File: src/core/serial_modem_pkg.sv
// Purpose : shared constants and carrier types for the two-port serial modem pin block
// Assumes : Avalon-MM slave with byte addresses and 32-bit data
// Notes   : register offsets are byte addresses, one aligned word each
package serial_modem_pkg;

   localparam int ADDR_W = 5;
   localparam int DATA_W = 32;

   // register offsets
   localparam logic [ADDR_W-1:0] OFF_MCTL_A   = 5'h00;
   localparam logic [ADDR_W-1:0] OFF_MCTL_B   = 5'h04;
   localparam logic [ADDR_W-1:0] OFF_MSTAT_A  = 5'h08;
   localparam logic [ADDR_W-1:0] OFF_MSTAT_B  = 5'h0c;
   localparam logic [ADDR_W-1:0] OFF_IRQ_STAT = 5'h10;
   localparam logic [ADDR_W-1:0] OFF_IRQ_MASK = 5'h14;
   localparam logic [ADDR_W-1:0] OFF_STRAP    = 5'h18;
   localparam logic [ADDR_W-1:0] OFF_LINE     = 5'h1c;

   // modem control field positions
   localparam int MCTL_DTR  = 0;
   localparam int MCTL_RTS  = 1;
   localparam int MCTL_OUT1 = 2;
   localparam int MCTL_OUT2 = 3;
   localparam int MCTL_LOOP = 4;
   localparam int MCTL_IR   = 6;
   localparam int MCTL_TXD  = 7;

   // modem status field positions
   localparam int MSTAT_DCTS = 0;
   localparam int MSTAT_DDSR = 1;
   localparam int MSTAT_TERI = 2;
   localparam int MSTAT_DDCD = 3;
   localparam int MSTAT_CTS  = 4;
   localparam int MSTAT_DSR  = 5;
   localparam int MSTAT_RI   = 6;
   localparam int MSTAT_DCD  = 7;

   // interrupt field positions
   localparam int IRQ_MODEM_A = 0;
   localparam int IRQ_MODEM_B = 1;
   localparam int IRQ_STRAP   = 2;
   localparam int IRQ_W       = 3;

   localparam int STRAP_W = 6;

   // reset values; transmit level idles at marking
   localparam logic [7:0]         MCTL_RST     = 8'h80;
   localparam logic [7:0]         MSTAT_RST    = 8'h00;
   localparam logic [IRQ_W-1:0]   IRQ_MASK_RST = 3'h0;
   localparam logic [STRAP_W-1:0] STRAP_RST    = 6'h00;

   typedef struct packed {
      logic [ADDR_W-1:0] address;
      logic              read;
      logic              write;
      logic [DATA_W-1:0] writedata;
      logic [3:0]        byteenable;
   } av_req_type;

   // one port's driven pin levels
   typedef struct packed {
      logic sout;
      logic rts_n;
      logic dtr_n;
   } pin_out_type;

endpackage : serial_modem_pkg

File: src/core/dual_serial_modem_pins.sv
// Purpose : pin control, modem status and strap capture for two serial ports
// Assumes : 200 MHz clk, sync reset sys_rst, Avalon-MM slave with waitrequest
// Notes   : the serial engine is not here; the transmit level is a control bit
`timescale 1ns/10ps

module dual_serial_modem_pins import serial_modem_pkg::*; (
   input  wire logic               clk,
   input  wire logic               sys_rst,
   input  wire av_req_type         avs_req,
   output      logic [DATA_W-1:0]  avs_readdata,
   output      logic               avs_waitrequest,
   output      logic               irq,
   input  wire logic               lpc_bus_reset_n,
   input  wire logic               serial_in_port_a,
   input  wire logic               serial_in_port_b,
   output      logic               serial_out_port_a_o,
   output      logic               serial_out_port_a_oe,
   input  wire logic               serial_out_port_a_i,
   output      logic               serial_out_port_b_o,
   output      logic               serial_out_port_b_oe,
   input  wire logic               serial_out_port_b_i,
   output      logic               request_send_a_n_o,
   output      logic               request_send_a_n_oe,
   input  wire logic               request_send_a_n_i,
   output      logic               request_send_b_n_o,
   output      logic               request_send_b_n_oe,
   input  wire logic               request_send_b_n_i,
   output      logic               terminal_ready_a_n_o,
   output      logic               terminal_ready_a_n_oe,
   input  wire logic               terminal_ready_a_n_i,
   output      logic               terminal_ready_b_n_o,
   output      logic               terminal_ready_b_n_oe,
   input  wire logic               terminal_ready_b_n_i,
   input  wire logic               data_set_ready_a_n,
   input  wire logic               data_set_ready_b_n,
   input  wire logic               clear_send_a_n,
   input  wire logic               clear_send_b_n,
   input  wire logic               ring_indicate_a_n,
   input  wire logic               ring_indicate_b_n,
   input  wire logic               carrier_detect_a_n,
   input  wire logic               carrier_detect_b_n
);

   localparam int SYNC_W = 17;
   // status and line pins idle high, so they reset high: no false change
   // flag follows reset; the bus reset bit resets low so straps are taken
   localparam logic [SYNC_W-1:0] SYNC_RST = 17'h0ffc0;

   typedef struct packed {
      logic [1:0][7:0]        mctl;
      logic [1:0][7:0]        mstat;
      logic [IRQ_W-1:0]       irq_stat;
      logic [IRQ_W-1:0]       irq_mask;
      logic [STRAP_W-1:0]     strap;
      logic                   bus_up_prev;
      logic                   drive_en;
      pin_out_type [1:0]      pins;
      logic                   ack;
      logic [DATA_W-1:0]      rdata;
   } state_type;

   state_type s_q;
   state_type s_d;

   logic [SYNC_W-1:0] raw_pins;
   logic [SYNC_W-1:0] sync_pins;

   // status levels, active high, per port: {dcd, ri, dsr, cts}
   logic [1:0][3:0]       modem_lvl;
   logic [1:0]            rx_lvl;
   logic [STRAP_W-1:0]    strap_pins;
   logic                  bus_up;
   logic                  req;
   logic                  do_write;
   logic                  do_read;
   logic                  wr_lane0;
   logic [7:0]            wbyte;

   // lpc reset is synchronised like any pin; reads as held-in-reset until seen
   assign raw_pins = {lpc_bus_reset_n,
                      serial_in_port_b, serial_in_port_a,
                      carrier_detect_b_n, ring_indicate_b_n,
                      data_set_ready_b_n, clear_send_b_n,
                      carrier_detect_a_n, ring_indicate_a_n,
                      data_set_ready_a_n, clear_send_a_n,
                      serial_out_port_b_i, request_send_b_n_i, terminal_ready_b_n_i,
                      serial_out_port_a_i, request_send_a_n_i, terminal_ready_a_n_i};

   sync_bits #(
      .WIDTH     (SYNC_W),
      .RESET_VAL (SYNC_RST)
   ) u_sync (
      .clk      (clk),
      .sys_rst  (sys_rst),
      .async_in (raw_pins),
      .sync_out (sync_pins)
   );

   assign bus_up       = sync_pins[16];
   assign rx_lvl       = sync_pins[15:14];
   assign modem_lvl[1] = ~sync_pins[13:10];
   assign modem_lvl[0] = ~sync_pins[9:6];
   // strap order: option 1..6 = dtr a, rts a, sout a, dtr b, rts b, sout b
   assign strap_pins   = sync_pins[5:0];

   // an 8-bit register placed in the low lane of the data word
   function automatic logic [DATA_W-1:0] zext8(
      input logic [7:0] b
   );
      return {24'h000000, b};
   endfunction : zext8

   // next modem status: levels, change flags, ring trailing edge; set beats clear
   function automatic logic [7:0] mstat_next(
      input logic [7:0] old_st,
      input logic [3:0] lvl,
      input logic       clr
   );
      logic [7:0] nxt;
      logic [3:0] old_lvl;
      nxt     = old_st;
      old_lvl = old_st[MSTAT_DCD:MSTAT_CTS];
      if (clr) begin
         nxt[MSTAT_DDCD:MSTAT_DCTS] = 4'h0;
      end
      // clear-to-send moved either way
      if (lvl[0] != old_lvl[0]) begin
         nxt[MSTAT_DCTS] = 1'b1;
      end
      // data-set-ready moved either way
      if (lvl[1] != old_lvl[1]) begin
         nxt[MSTAT_DDSR] = 1'b1;
      end
      // ring flags only when the ring goes away, so one ring gives one flag
      if (old_lvl[2] && !lvl[2]) begin
         nxt[MSTAT_TERI] = 1'b1;
      end
      // carrier moved either way
      if (lvl[3] != old_lvl[3]) begin
         nxt[MSTAT_DDCD] = 1'b1;
      end
      nxt[MSTAT_DCD:MSTAT_CTS] = lvl;
      return nxt;
   endfunction : mstat_next

   // in loop mode the status follows the port's own control outputs
   function automatic logic [3:0] status_src(
      input logic [7:0] ctl,
      input logic [3:0] pin_lvl
   );
      logic [3:0] v;
      v = pin_lvl;
      if (ctl[MCTL_LOOP]) begin
         v = {ctl[MCTL_OUT2], ctl[MCTL_OUT1], ctl[MCTL_DTR], ctl[MCTL_RTS]};
      end
      return v;
   endfunction : status_src

   // a port's driven pin levels from its control byte
   function automatic pin_out_type pins_from_ctl(
      input logic [7:0] ctl
   );
      pin_out_type v;
      // the transmit level stands in for the engine; infrared keeps marking
      v.sout  = ctl[MCTL_TXD] | ctl[MCTL_IR];
      // loop mode keeps both handshakes inactive whatever the bits say
      v.rts_n = ~(ctl[MCTL_RTS] & ~ctl[MCTL_LOOP]);
      v.dtr_n = ~(ctl[MCTL_DTR] & ~ctl[MCTL_LOOP]);
      return v;
   endfunction : pins_from_ctl

   assign req      = avs_req.read | avs_req.write;
   assign do_write = avs_req.write & s_q.ack;
   assign do_read  = avs_req.read & s_q.ack;
   assign wr_lane0 = do_write & avs_req.byteenable[0];
   assign wbyte    = avs_req.writedata[7:0];

   always_comb begin
      logic [1:0]       clr_st;
      logic [1:0][7:0]  st_new;
      logic [IRQ_W-1:0] irq_set;
      s_d     = s_q;
      clr_st  = 2'b00;
      st_new  = s_q.mstat;
      irq_set = '0;

      // one wait cycle: read data is registered before waitrequest drops
      s_d.ack = req & ~s_q.ack;
      if (req && !s_q.ack) begin
         case (avs_req.address)
            OFF_MCTL_A : begin
               s_d.rdata = zext8(s_q.mctl[0]);
            end
            OFF_MCTL_B : begin
               s_d.rdata = zext8(s_q.mctl[1]);
            end
            OFF_MSTAT_A : begin
               s_d.rdata = zext8(s_q.mstat[0]);
            end
            OFF_MSTAT_B : begin
               s_d.rdata = zext8(s_q.mstat[1]);
            end
            OFF_IRQ_STAT : begin
               s_d.rdata = {29'h00000000, s_q.irq_stat};
            end
            OFF_IRQ_MASK : begin
               s_d.rdata = {29'h00000000, s_q.irq_mask};
            end
            OFF_STRAP : begin
               s_d.rdata = {26'h0000000, s_q.strap};
            end
            OFF_LINE : begin
               s_d.rdata = {30'h00000000, rx_lvl};
            end
            default : begin
               s_d.rdata = 32'h00000000;
            end
         endcase
      end

      // reading status clears its change flags at the accepting edge
      if (do_read && avs_req.address == OFF_MSTAT_A) begin
         clr_st[0] = 1'b1;
      end
      if (do_read && avs_req.address == OFF_MSTAT_B) begin
         clr_st[1] = 1'b1;
      end

      for (int p = 0; p < 2; p++) begin
         st_new[p] = mstat_next(s_q.mstat[p],
                                status_src(s_q.mctl[p], modem_lvl[p]),
                                clr_st[p]);
      end
      s_d.mstat = st_new;
      // only a flag going from clear to set raises the port's event
      irq_set[IRQ_MODEM_A] = |(st_new[0][MSTAT_DDCD:MSTAT_DCTS]
                               & ~s_q.mstat[0][MSTAT_DDCD:MSTAT_DCTS]);
      irq_set[IRQ_MODEM_B] = |(st_new[1][MSTAT_DDCD:MSTAT_DCTS]
                               & ~s_q.mstat[1][MSTAT_DDCD:MSTAT_DCTS]);

      // straps are taken on the release of the bus reset
      s_d.bus_up_prev = bus_up;
      if (bus_up && !s_q.bus_up_prev) begin
         s_d.strap          = strap_pins;
         irq_set[IRQ_STRAP] = 1'b1;
      end

      // pins are inputs while the bus reset is held
      s_d.drive_en = bus_up;

      if (wr_lane0) begin
         case (avs_req.address)
            OFF_MCTL_A : begin
               s_d.mctl[0] = wbyte;
            end
            OFF_MCTL_B : begin
               s_d.mctl[1] = wbyte;
            end
            OFF_IRQ_MASK : begin
               s_d.irq_mask = wbyte[IRQ_W-1:0];
            end
            OFF_IRQ_STAT : begin
               s_d.irq_stat = s_q.irq_stat & ~wbyte[IRQ_W-1:0];
            end
            default : begin
            end
         endcase
      end
      // a new event in the clearing cycle survives
      s_d.irq_stat = s_d.irq_stat | irq_set;

      // pins follow the control byte at the same edge that takes the write
      for (int p = 0; p < 2; p++) begin
         s_d.pins[p] = pins_from_ctl(s_d.mctl[p]);
      end

      if (sys_rst) begin
         s_d.mctl        = {MCTL_RST, MCTL_RST};
         s_d.mstat       = {MSTAT_RST, MSTAT_RST};
         s_d.irq_stat    = '0;
         s_d.irq_mask    = IRQ_MASK_RST;
         s_d.strap       = STRAP_RST;
         s_d.bus_up_prev = 1'b0;
         s_d.drive_en    = 1'b0;
         s_d.pins        = '1;
         s_d.ack         = 1'b0;
         s_d.rdata       = 32'h00000000;
      end
   end

   always_ff @(posedge clk) begin
      s_q <= s_d;
   end

   assign avs_waitrequest = req & ~s_q.ack;
   assign avs_readdata    = s_q.rdata;
   assign irq             = |(s_q.irq_stat & s_q.irq_mask);

   assign serial_out_port_a_o   = s_q.pins[0].sout;
   assign serial_out_port_b_o   = s_q.pins[1].sout;
   assign request_send_a_n_o    = s_q.pins[0].rts_n;
   assign request_send_b_n_o    = s_q.pins[1].rts_n;
   assign terminal_ready_a_n_o  = s_q.pins[0].dtr_n;
   assign terminal_ready_b_n_o  = s_q.pins[1].dtr_n;
   // all six strap pins release together while the bus reset is low
   assign serial_out_port_a_oe  = s_q.drive_en;
   assign serial_out_port_b_oe  = s_q.drive_en;
   assign request_send_a_n_oe   = s_q.drive_en;
   assign request_send_b_n_oe   = s_q.drive_en;
   assign terminal_ready_a_n_oe = s_q.drive_en;
   assign terminal_ready_b_n_oe = s_q.drive_en;

endmodule : dual_serial_modem_pins

File: src/core/sync_bits.sv
// Purpose : two-flop synchroniser for a bundle of asynchronous pins
// Assumes : one clock, synchronous active-high reset
// Notes   : first stage is read only by the second stage
`timescale 1ns/10ps
module sync_bits #(
   parameter int               WIDTH     = 1,
   parameter logic [WIDTH-1:0] RESET_VAL = '0
) (
   input  wire logic             clk,
   input  wire logic             sys_rst,
   input  wire logic [WIDTH-1:0] async_in,
   output      logic [WIDTH-1:0] sync_out
);

   typedef struct packed {
      logic [WIDTH-1:0] meta;
      logic [WIDTH-1:0] stable;
   } sync_state_type;

   sync_state_type s_q;
   sync_state_type s_d;

   always_comb begin
      s_d        = s_q;
      s_d.meta   = async_in;
      s_d.stable = s_q.meta;
      if (sys_rst) begin
         s_d.meta   = RESET_VAL;
         s_d.stable = RESET_VAL;
      end
   end

   always_ff @(posedge clk) begin
      s_q <= s_d;
   end

   assign sync_out = s_q.stable;

endmodule : sync_bits

File: config.mk
export PLATFORM = sky130hd
export DESIGN_NAME = dual_serial_modem_pins
export DESIGN_NICKNAME = d
export VERILOG_FILES = /design/src/core/serial_modem_pkg.sv /design/src/core/dual_serial_modem_pins.sv /design/src/core/sync_bits.sv
export SDC_FILE = /design/constraint.sdc
export NUM_CORES = 1
export LEC_CHECK = 0
export ABC_AREA = 1
export BUFFER_PORTS_ARGS = -buffer_cell sky130_fd_sc_hd__buf_4
export CORE_MARGIN = 2
export CORE_UTILIZATION = 40
export CTS_CLUSTER_DIAMETER = 30
export DETAILED_ROUTE_END_ITERATION = 10
export HOLD_SLACK_MARGIN = 0.12
export MAX_ROUTING_LAYER = met4
export PLACE_DENSITY = 0.66
export SYNTH_ARGS = -nofsm -noshare
export SYNTH_HDL_FRONTEND = slang
export SYNTH_SLANG_ARGS = --single-unit
File: constraint.sdc
create_clock -name clk -period 1.3 [get_ports clk]
set_input_delay 0.325 -clock clk [delete_from_list [all_inputs] [get_ports clk]]
set_output_delay 0.325 -clock clk [all_outputs]
set_load 0.005 [all_outputs]
==> metrics.md, run 1 <==
| Metric | Value |
|---|---|
| Die area | `11,010 um^2` |
| Critical path class | `flop to output pin` |
| Vias in the first global route | `3,218` |
| Layout cells sized above 1 | `34.99%` |
| Die H | `104.9 um` |
| Crit path max fanout | `2` |
| PD cells | `1059 nW/um^2` |
| Fin Hold WS | `0.1348 ns` |
| GRT Overall Usage | `17.83%` |
| Largest net degree at the start of global routing | `28` |
| Die width | `104.9 um` |
| Reg area | `1901 um^2` |
| WP data required | `0.98 ns` |
| R2R Path Start | `s_q[32]` |
| CTS root buf | `clkbuf_8` |
| Final setup TNS | `-0.8089 ns` |
| Slew Viols, Final | `0` |
| Area leader, netlist | `dfxtp_1` |
| Final non-filler cell total | `736` |
| Peak Freq | `706.5 MHz` |
| Top-area cell type share of the netlist area | `46.18%` |
| Crit. End Element | `output pin` |
| Iteration-0 DRC Markers | `239` |
| HP Start | `clear_send_a_n` |
| Cell area after synthesis | `4075 um^2` |
| Status | `finished with violations` |
| CTS buffer count | `9` |
| Worst min path class | `input port to flop` |
| Worst Skew | `0.008007 ns` |
| Max Cap Viol | `0` |
| Netlist cell types | `36` |
| Grt total ovfl | `0` |
| Router iterations before antenna repair | `5` |
| Syn-to-layout area delta | `26.96%` |
| Site row count | `36` |
| Post-route ant nets | `0` |
| Placer Congestion | `0.9038` |
| Wirelength per Cell | `12.81 um` |
| Period minus WS final | `1.415 ns` |
| Via/cell ratio | `4.755` |
| Synthesized flop and latch total | `94` |
| Post-DP HPWL | `6935 um` |
| Fin worst setup slack | `-0.1155 ns` |
| CTS sink count | `94` |
| Syn avg cell area | `7.959 um^2` |
| Arr. time, crit path | `1.09 ns` |
| Io pins | `108` |
| TritonCTS clock tree | `built` |
| Synth Warn # | `0` |
| Maximum VDD drop | `0.0005964 V` |
| Multi-input gate area | `1812 um^2` |
| Via count | `3,500` |
| Placed insts | `704` |
| Violated checks | `setup timing` |
| Synthesized netlist cell count | `512` |
| Core area | `9819 um^2` |
| Fin crit share | `108.9%` |
| Drt drc | `0` |
| Startpoint types | `flop` |
| H-tree depth | `3` |
| Clock latency on the worst-skew pair | `0.36 ns` |
| Final net count | `660` |
| First-pass GRT wire length | `15,160 um` |
| RSZ-0062 raised after global routing | `yes` |
| Crit path from | `s_q[32]` |
| Initial Util | `41.50%` |
| Top post-synthesis cells by area | `dfxtp_1, nand2_1, buf_4` |
| Drt total wl | `9427 um` |
| N_diodes | `0` |
| Fill cells | `929` |
| IO buf count | `56` |
| Fin. Hold Viols | `0` |
| Clock Path Buffers | `2` |
| Pleak | `2.367 nW` |
| CTS clk-pin slew, worst paths | `0.10 ns` |
| Initial antenna violation count | `0` |
| Post-synthesis sequential area ratio | `46.18%` |
| Final setup vio count | `17` |
[sequential cells by signal, summed over array words and instances (netlist names)]
signal                cells
avs_readdata              8
serial_out_port_a_o       1
s_q                      45
request_send_b_n_o        1
u_sync.sync_out          17
terminal_ready_a_n_o      1
u_sync.s_q               17
request_send_a_n_o        1
terminal_ready_b_n_o      1
request_send_a_n_oe       1
serial_out_port_b_o       1
[worst max-delay path, cell delays in order (launching register included)]
cell and delay, ns:
dfxtp_2 0.34, buf_6 0.10, inv_4 0.03, o21ai_4 0.06, clkinv_2 0.09, buf_6 0.12
[layout make-up]
type                            count  share of cell area (%)
Clock buffer                        9                   2.394
Clock inverter                      7                   1.282
Inverter                           53                   4.208
Multi-Input combinational cell    330                   35.02
Sequential cell                    94                   36.74
Tap cell                          133                   3.216
Timing Repair Buffer              110                   17.15
[routing by layer]
layer  GRT usage [%]  wire, um  up-vias
met3           3.431       742       10
met4           6.286       150        0
met5               -         0        -
met1           23.63      4212     1594
li1                -         -     1745
met2           27.23      4321      151
[through the flow]
step | total power, W | instance area, um^2 | utilization (%) | setup WS [ns]
2_1_floorplan | 0.003421 | 4163 | - | 0.0007158
4_1_cts | 0.005496 | 4992 | 50.84 | -0.1198
3_3_place_gp | 0.003598 | 4671 | 47.57 | -0.1974
6_report | 0.005481 | 5174 | 52.69 | -0.1155
5_1_grt | 0.005736 | 5174 | 52.69 | -0.1634
3_5_place_dp | 0.003610 | 4671 | 47.57 | -0.2266
[power breakdown]
group          total (W)  internal, W  leakage [nW]  switching [W]
clock            0.00186     0.000741        0.0914        0.00112
sequential       0.00303      0.00297         0.775      0.0000530
combinational   0.000592     0.000276          1.50       0.000316
total            0.00548      0.00399          2.37        0.00149
[worst paths after layout]
kind / depth (start not counted) / end / slack (ns)
max: 5 / avs_waitrequest / -0.12
min: 2 / u_sync.s_q[23] / 0.13
max reg2reg: 8 / s_q[48] / -0.11
min reg2reg: 2 / u_sync.sync_out[1] / 0.40
[repair_timing]
| item | CTS | global route |
|---|---|---|
| endpoints found under the hold margin | 0 | 4 |
| setup endpoints to repair | 11 | 34 |
| resized for setup | 31 | 41 |
| pin swaps | 3 | 10 |
| hold buffers | 0 | 4 |
| buffers inserted | 9 | 5 |
[kinds of logic after synthesis]
kind of cell / count (synthesis) / share of synthesized area [%]
AND/OR/NAND/NOR: 243 / 29.44
flip-flops: 94 / 46.18
AO/OA/AOI/OAI: 57 / 8.505
buffers and inverters: 111 / 14.49
other: 1 / 0.09202
XOR/XNOR: 6 / 1.290
[synth_stat cells]
master,instances
inv_1,49
a21oi_1,19
nand3_1,10
buf_8,1
clkbuf_1,10
xor2_1,6
nand2_4,1
nand2_2,3
nor2_4,4
nor3_1,1
o21ai_2,9
buf_6,1
buf_2,7
or2_1,1
nor2_2,4
conb_1,1
clkinv_2,1
nand2_1,82
inv_2,1
o21a_1,1
a211oi_2,2
nor2_1,73
clkinv_1,1
nand4_1,36
or2_2,21
o31ai_1,1
buf_4,38
nor2_8,3
o21ai_0,20
a211oi_1,3
nand3_2,2
inv_4,1
dfxtp_1,94
o21ai_1,2
buf_1,1
nor3_2,2
[cells in the final DEF (no fill, tap or decap), types with 4 or more instances in the layout]
master	count
inv_8	4
conb_1	24
buf_4	97
clkbuf_8	9
nor2_4	5
xor2_1	6
inv_4	4
dlygate4sd3_1	4
or2_2	20
o21ai_4	4
o21ai_2	13
a211oi_2	5
o21ai_1	5
buf_6	7
inv_1	46
nor2_1	71
nand4_1	36
nand2_2	9
nand3_1	9
nor2_2	5
a21oi_1	19
o21ai_0	9
nand2_1	76
dfxtp_1	83
dfxtp_2	9
No activity file was read; power rests on OpenSTA's default activity.
==> inputs of run 2 (changes only) <==
--- a/config.mk
+++ b/config.mk
@@ -12,7 +12,6 @@
 export CTS_CLUSTER_DIAMETER = 30
 export DETAILED_ROUTE_END_ITERATION = 10
 export HOLD_SLACK_MARGIN = 0.12
-export MAX_ROUTING_LAYER = met4
 export PLACE_DENSITY = 0.66
 export SYNTH_ARGS = -nofsm -noshare
 export SYNTH_HDL_FRONTEND = slang
==> metrics.md, run 2 (synthesis results as in run 1) <==
| Metric | Value |
|---|---|
| RSZ-0062 raised after global routing | `yes` |
| PD cells | `1061 nW/um^2 (about the same)` |
| Crit. End Element | `output pin` |
| Die H | `104.9 um (unchanged)` |
| Period minus WS final | `1.402 ns (-0.01312 ns)` |
| Worst path most repeated cell | `buf_6` |
| Clk network pwr share | `33.7% (-0.3 points)` |
| First-pass GRT wire length | `14,720 um (-2.9%)` |
| Pleak | `2.354 nW (-0.54%)` |
| Fin. Hold Viols | `0 (unchanged)` |
| Post-DP HPWL | `6897 um (-0.55%)` |
| P_sw | `0.001463 W (-1.8%)` |
| H-tree depth | `3 (unchanged)` |
| WL met3 | `582 um (-22%)` |
| N_diodes | `0 (unchanged)` |
| Hold path depth | `2 (unchanged)` |
| Critical path class | `flop to output pin` |
| Grt total ovfl | `0 (unchanged)` |
| Syn-to-layout area delta | `26.16%` |
| Startpoint types | `flop` |
| Critical path cell sequence | `buf_6 -> inv_4 -> o21ai_4 -> clkinv_2 -> buf_6` |
| IO buf count | `56 (unchanged)` |
| Final net count | `657 (-0.45%)` |
| Commonest non-fill, non-tap cell in the layout | `buf_4` |
| Die area | `11,010 um^2 (unchanged)` |
| WP data required | `0.98 ns (about the same)` |
| Placer Congestion | `0.8841 (-2.2%)` |
| Combinational share of power | `10.8% (about the same)` |
| Fill cells | `934 (+0.54%)` |
| Maximum VDD drop | `0.0006190 V (+3.8%)` |
| Router iterations before antenna repair | `4 (-1)` |
| Delay-heaviest family, CP | `flip-flops` |
| Via count | `3,426 (-2.1%)` |
| GRT Overall Usage | `16.97% (-0.86 points)` |
| Power Internal | `0.003990 W (about the same)` |
| Status | `finished with violations` |
| Iteration-0 DRC Markers | `198 (-17%)` |
| Clock Path Buffers | `2 (unchanged)` |
| Violated checks | `setup timing` |
| Final Util | `52.36% (-0.33 points)` |
| Io pins | `108 (unchanged)` |
| Drt drc | `0 (unchanged)` |
| Largest Register | `s_q` |
| Core area | `9819 um^2 (unchanged)` |
| Fin crit share | `107.9% (-1.0 points)` |
| Max incr delay on CP | `0.34 ns (about the same)` |
| Layout cells sized above 1 | `34.67% (-0.33 points)` |
| Peak Freq | `713.1 MHz (+0.94%)` |
| CTS sink count | `94 (unchanged)` |
| Final non-filler cell total | `733 (-0.41%)` |
| Die width | `104.9 um (unchanged)` |
| Max Cap Viol | `0 (unchanged)` |
| CTS buffer count | `9 (unchanged)` |
| Initial Util | `41.50% (unchanged)` |
| Via/cell ratio | `4.674 (-1.7%)` |
| TritonCTS clock tree | `built` |
| R2R depth | `8 (unchanged)` |
| Post-route ant nets | `0 (unchanged)` |
| Clock latency on the worst-skew pair | `0.36 ns (about the same)` |
| Wl on met1 | `4331 um (+2.8%)` |
| CTS root buf | `clkbuf_8` |
| Vias in the first global route | `3,077 (-4.4%)` |
| Sequential share of power | `55.5% (+0.3 points)` |
| Commonest cells after routing, fill and taps aside | `buf_4, dfxtp_1, nand2_1` |
| Placed insts | `704 (unchanged)` |
| Initial antenna violation count | `0 (unchanged)` |
| Arr. time, crit path | `1.08 ns (about the same)` |
| CTS clk-pin slew, worst paths | `0.10 ns (about the same)` |
| Wirelength per Cell | `12.49 um (-2.5%)` |
| CP Depth | `5 (unchanged)` |
| Fin worst setup slack | `-0.1024 ns (+0.01312 ns)` |
| Slowest CP cell | `dfxtp_2` |
| Slew Viols, Final | `0 (unchanged)` |
| Largest net degree at the start of global routing | `28 (unchanged)` |
| Switching share of total power | `26.83% (-0.34 points)` |
| Worst Skew | `0.01198 ns (+0.003968 ns)` |
| Crit path max fanout | `2 (unchanged)` |
| Worst min path class | `input port to flop` |
| Met2 wire length | `4100 um (-5.1%)` |
| Highest routing layer actually used | `met4` |
| Max FFs per register | `45 (unchanged)` |
| Drt total wl | `9156 um (-2.9%)` |
| Final setup vio count | `10 (-7)` |
| Site row count | `36 (unchanged)` |
| Worst path bufs/invs | `4 (unchanged)` |
[run 2: routing by layer]
layer | GRT usage (%) | up-vias
met4 | 6.095 | 0
met3 | 3.556 | 13
met2 | 26.07 | 125
met5 | 0 | -
met1 | 23.50 | 1549
li1 | - | 1739
[run 2: final cells by class]
type	instances	area [um^2]	area share [%]
clock buffers	9	123.9	2.409
clock inverters	7	66.31	1.290
inverters	53	217.7	4.235
multi-input cells	330	1788	34.78
flip-flops and latches	94	1901	36.97
well taps	133	166.4	3.237
repair buffers	106	872.1	16.96
repair inverters	1	6.256	0.1217
[run 2: path summary, 6_finish.rpt]
check               startpoint                  to  slack [ns]
max                    s_q[32]     avs_waitrequest       -0.10
min          ring_indicate_a_n      u_sync.s_q[25]        0.14
max reg2reg            s_q[32]  request_send_a_n_o       -0.06
min reg2reg     u_sync.s_q[21]  u_sync.sync_out[4]        0.41
[run 2: per-stage QoR]
step                      setup TNS [ns]  setup WS (ns)  power (W)  hold slack (ns)  area [um^2]
final                            -0.3446        -0.1024   0.005452           0.1383         5141
after global routing              -1.403        -0.1801   0.005709           0.1221         5141
after CTS                        -0.1680        -0.1195   0.005470           0.1242         4991
after detailed placement          -5.973        -0.2131   0.003615           0.3949         4683
after global placement            -5.509        -0.1931   0.003602           0.3912         4683
after floorplan                        0      0.0007158   0.003421           0.3883         4163
[run 2: power groups by stage]
| stage | logic [W] | clock network (W) | registers [W] |
|---|---|---|---|
| after floorplan | 0.000346 | 0 | 0.00308 |
| after CTS | 0.000551 | 0.00189 | 0.00303 |
| after global placement | 0.000512 | 0 | 0.00309 |
| final | 0.000587 | 0.00184 | 0.00303 |
| after global routing | 0.000649 | 0.00202 | 0.00304 |
| after detailed placement | 0.000522 | 0 | 0.00309 |
[run 2: what timing repair did]
action | 4_1_cts | 5_1_grt
resized for setup | 27 | 39
hold endpoints to repair | 0 | 2
endpoints found under the setup margin | 10 | 24
pin swaps | 5 | 6
hold buffers | 0 | 2
buffers inserted | 8 | 2
cloned | 0 | 1
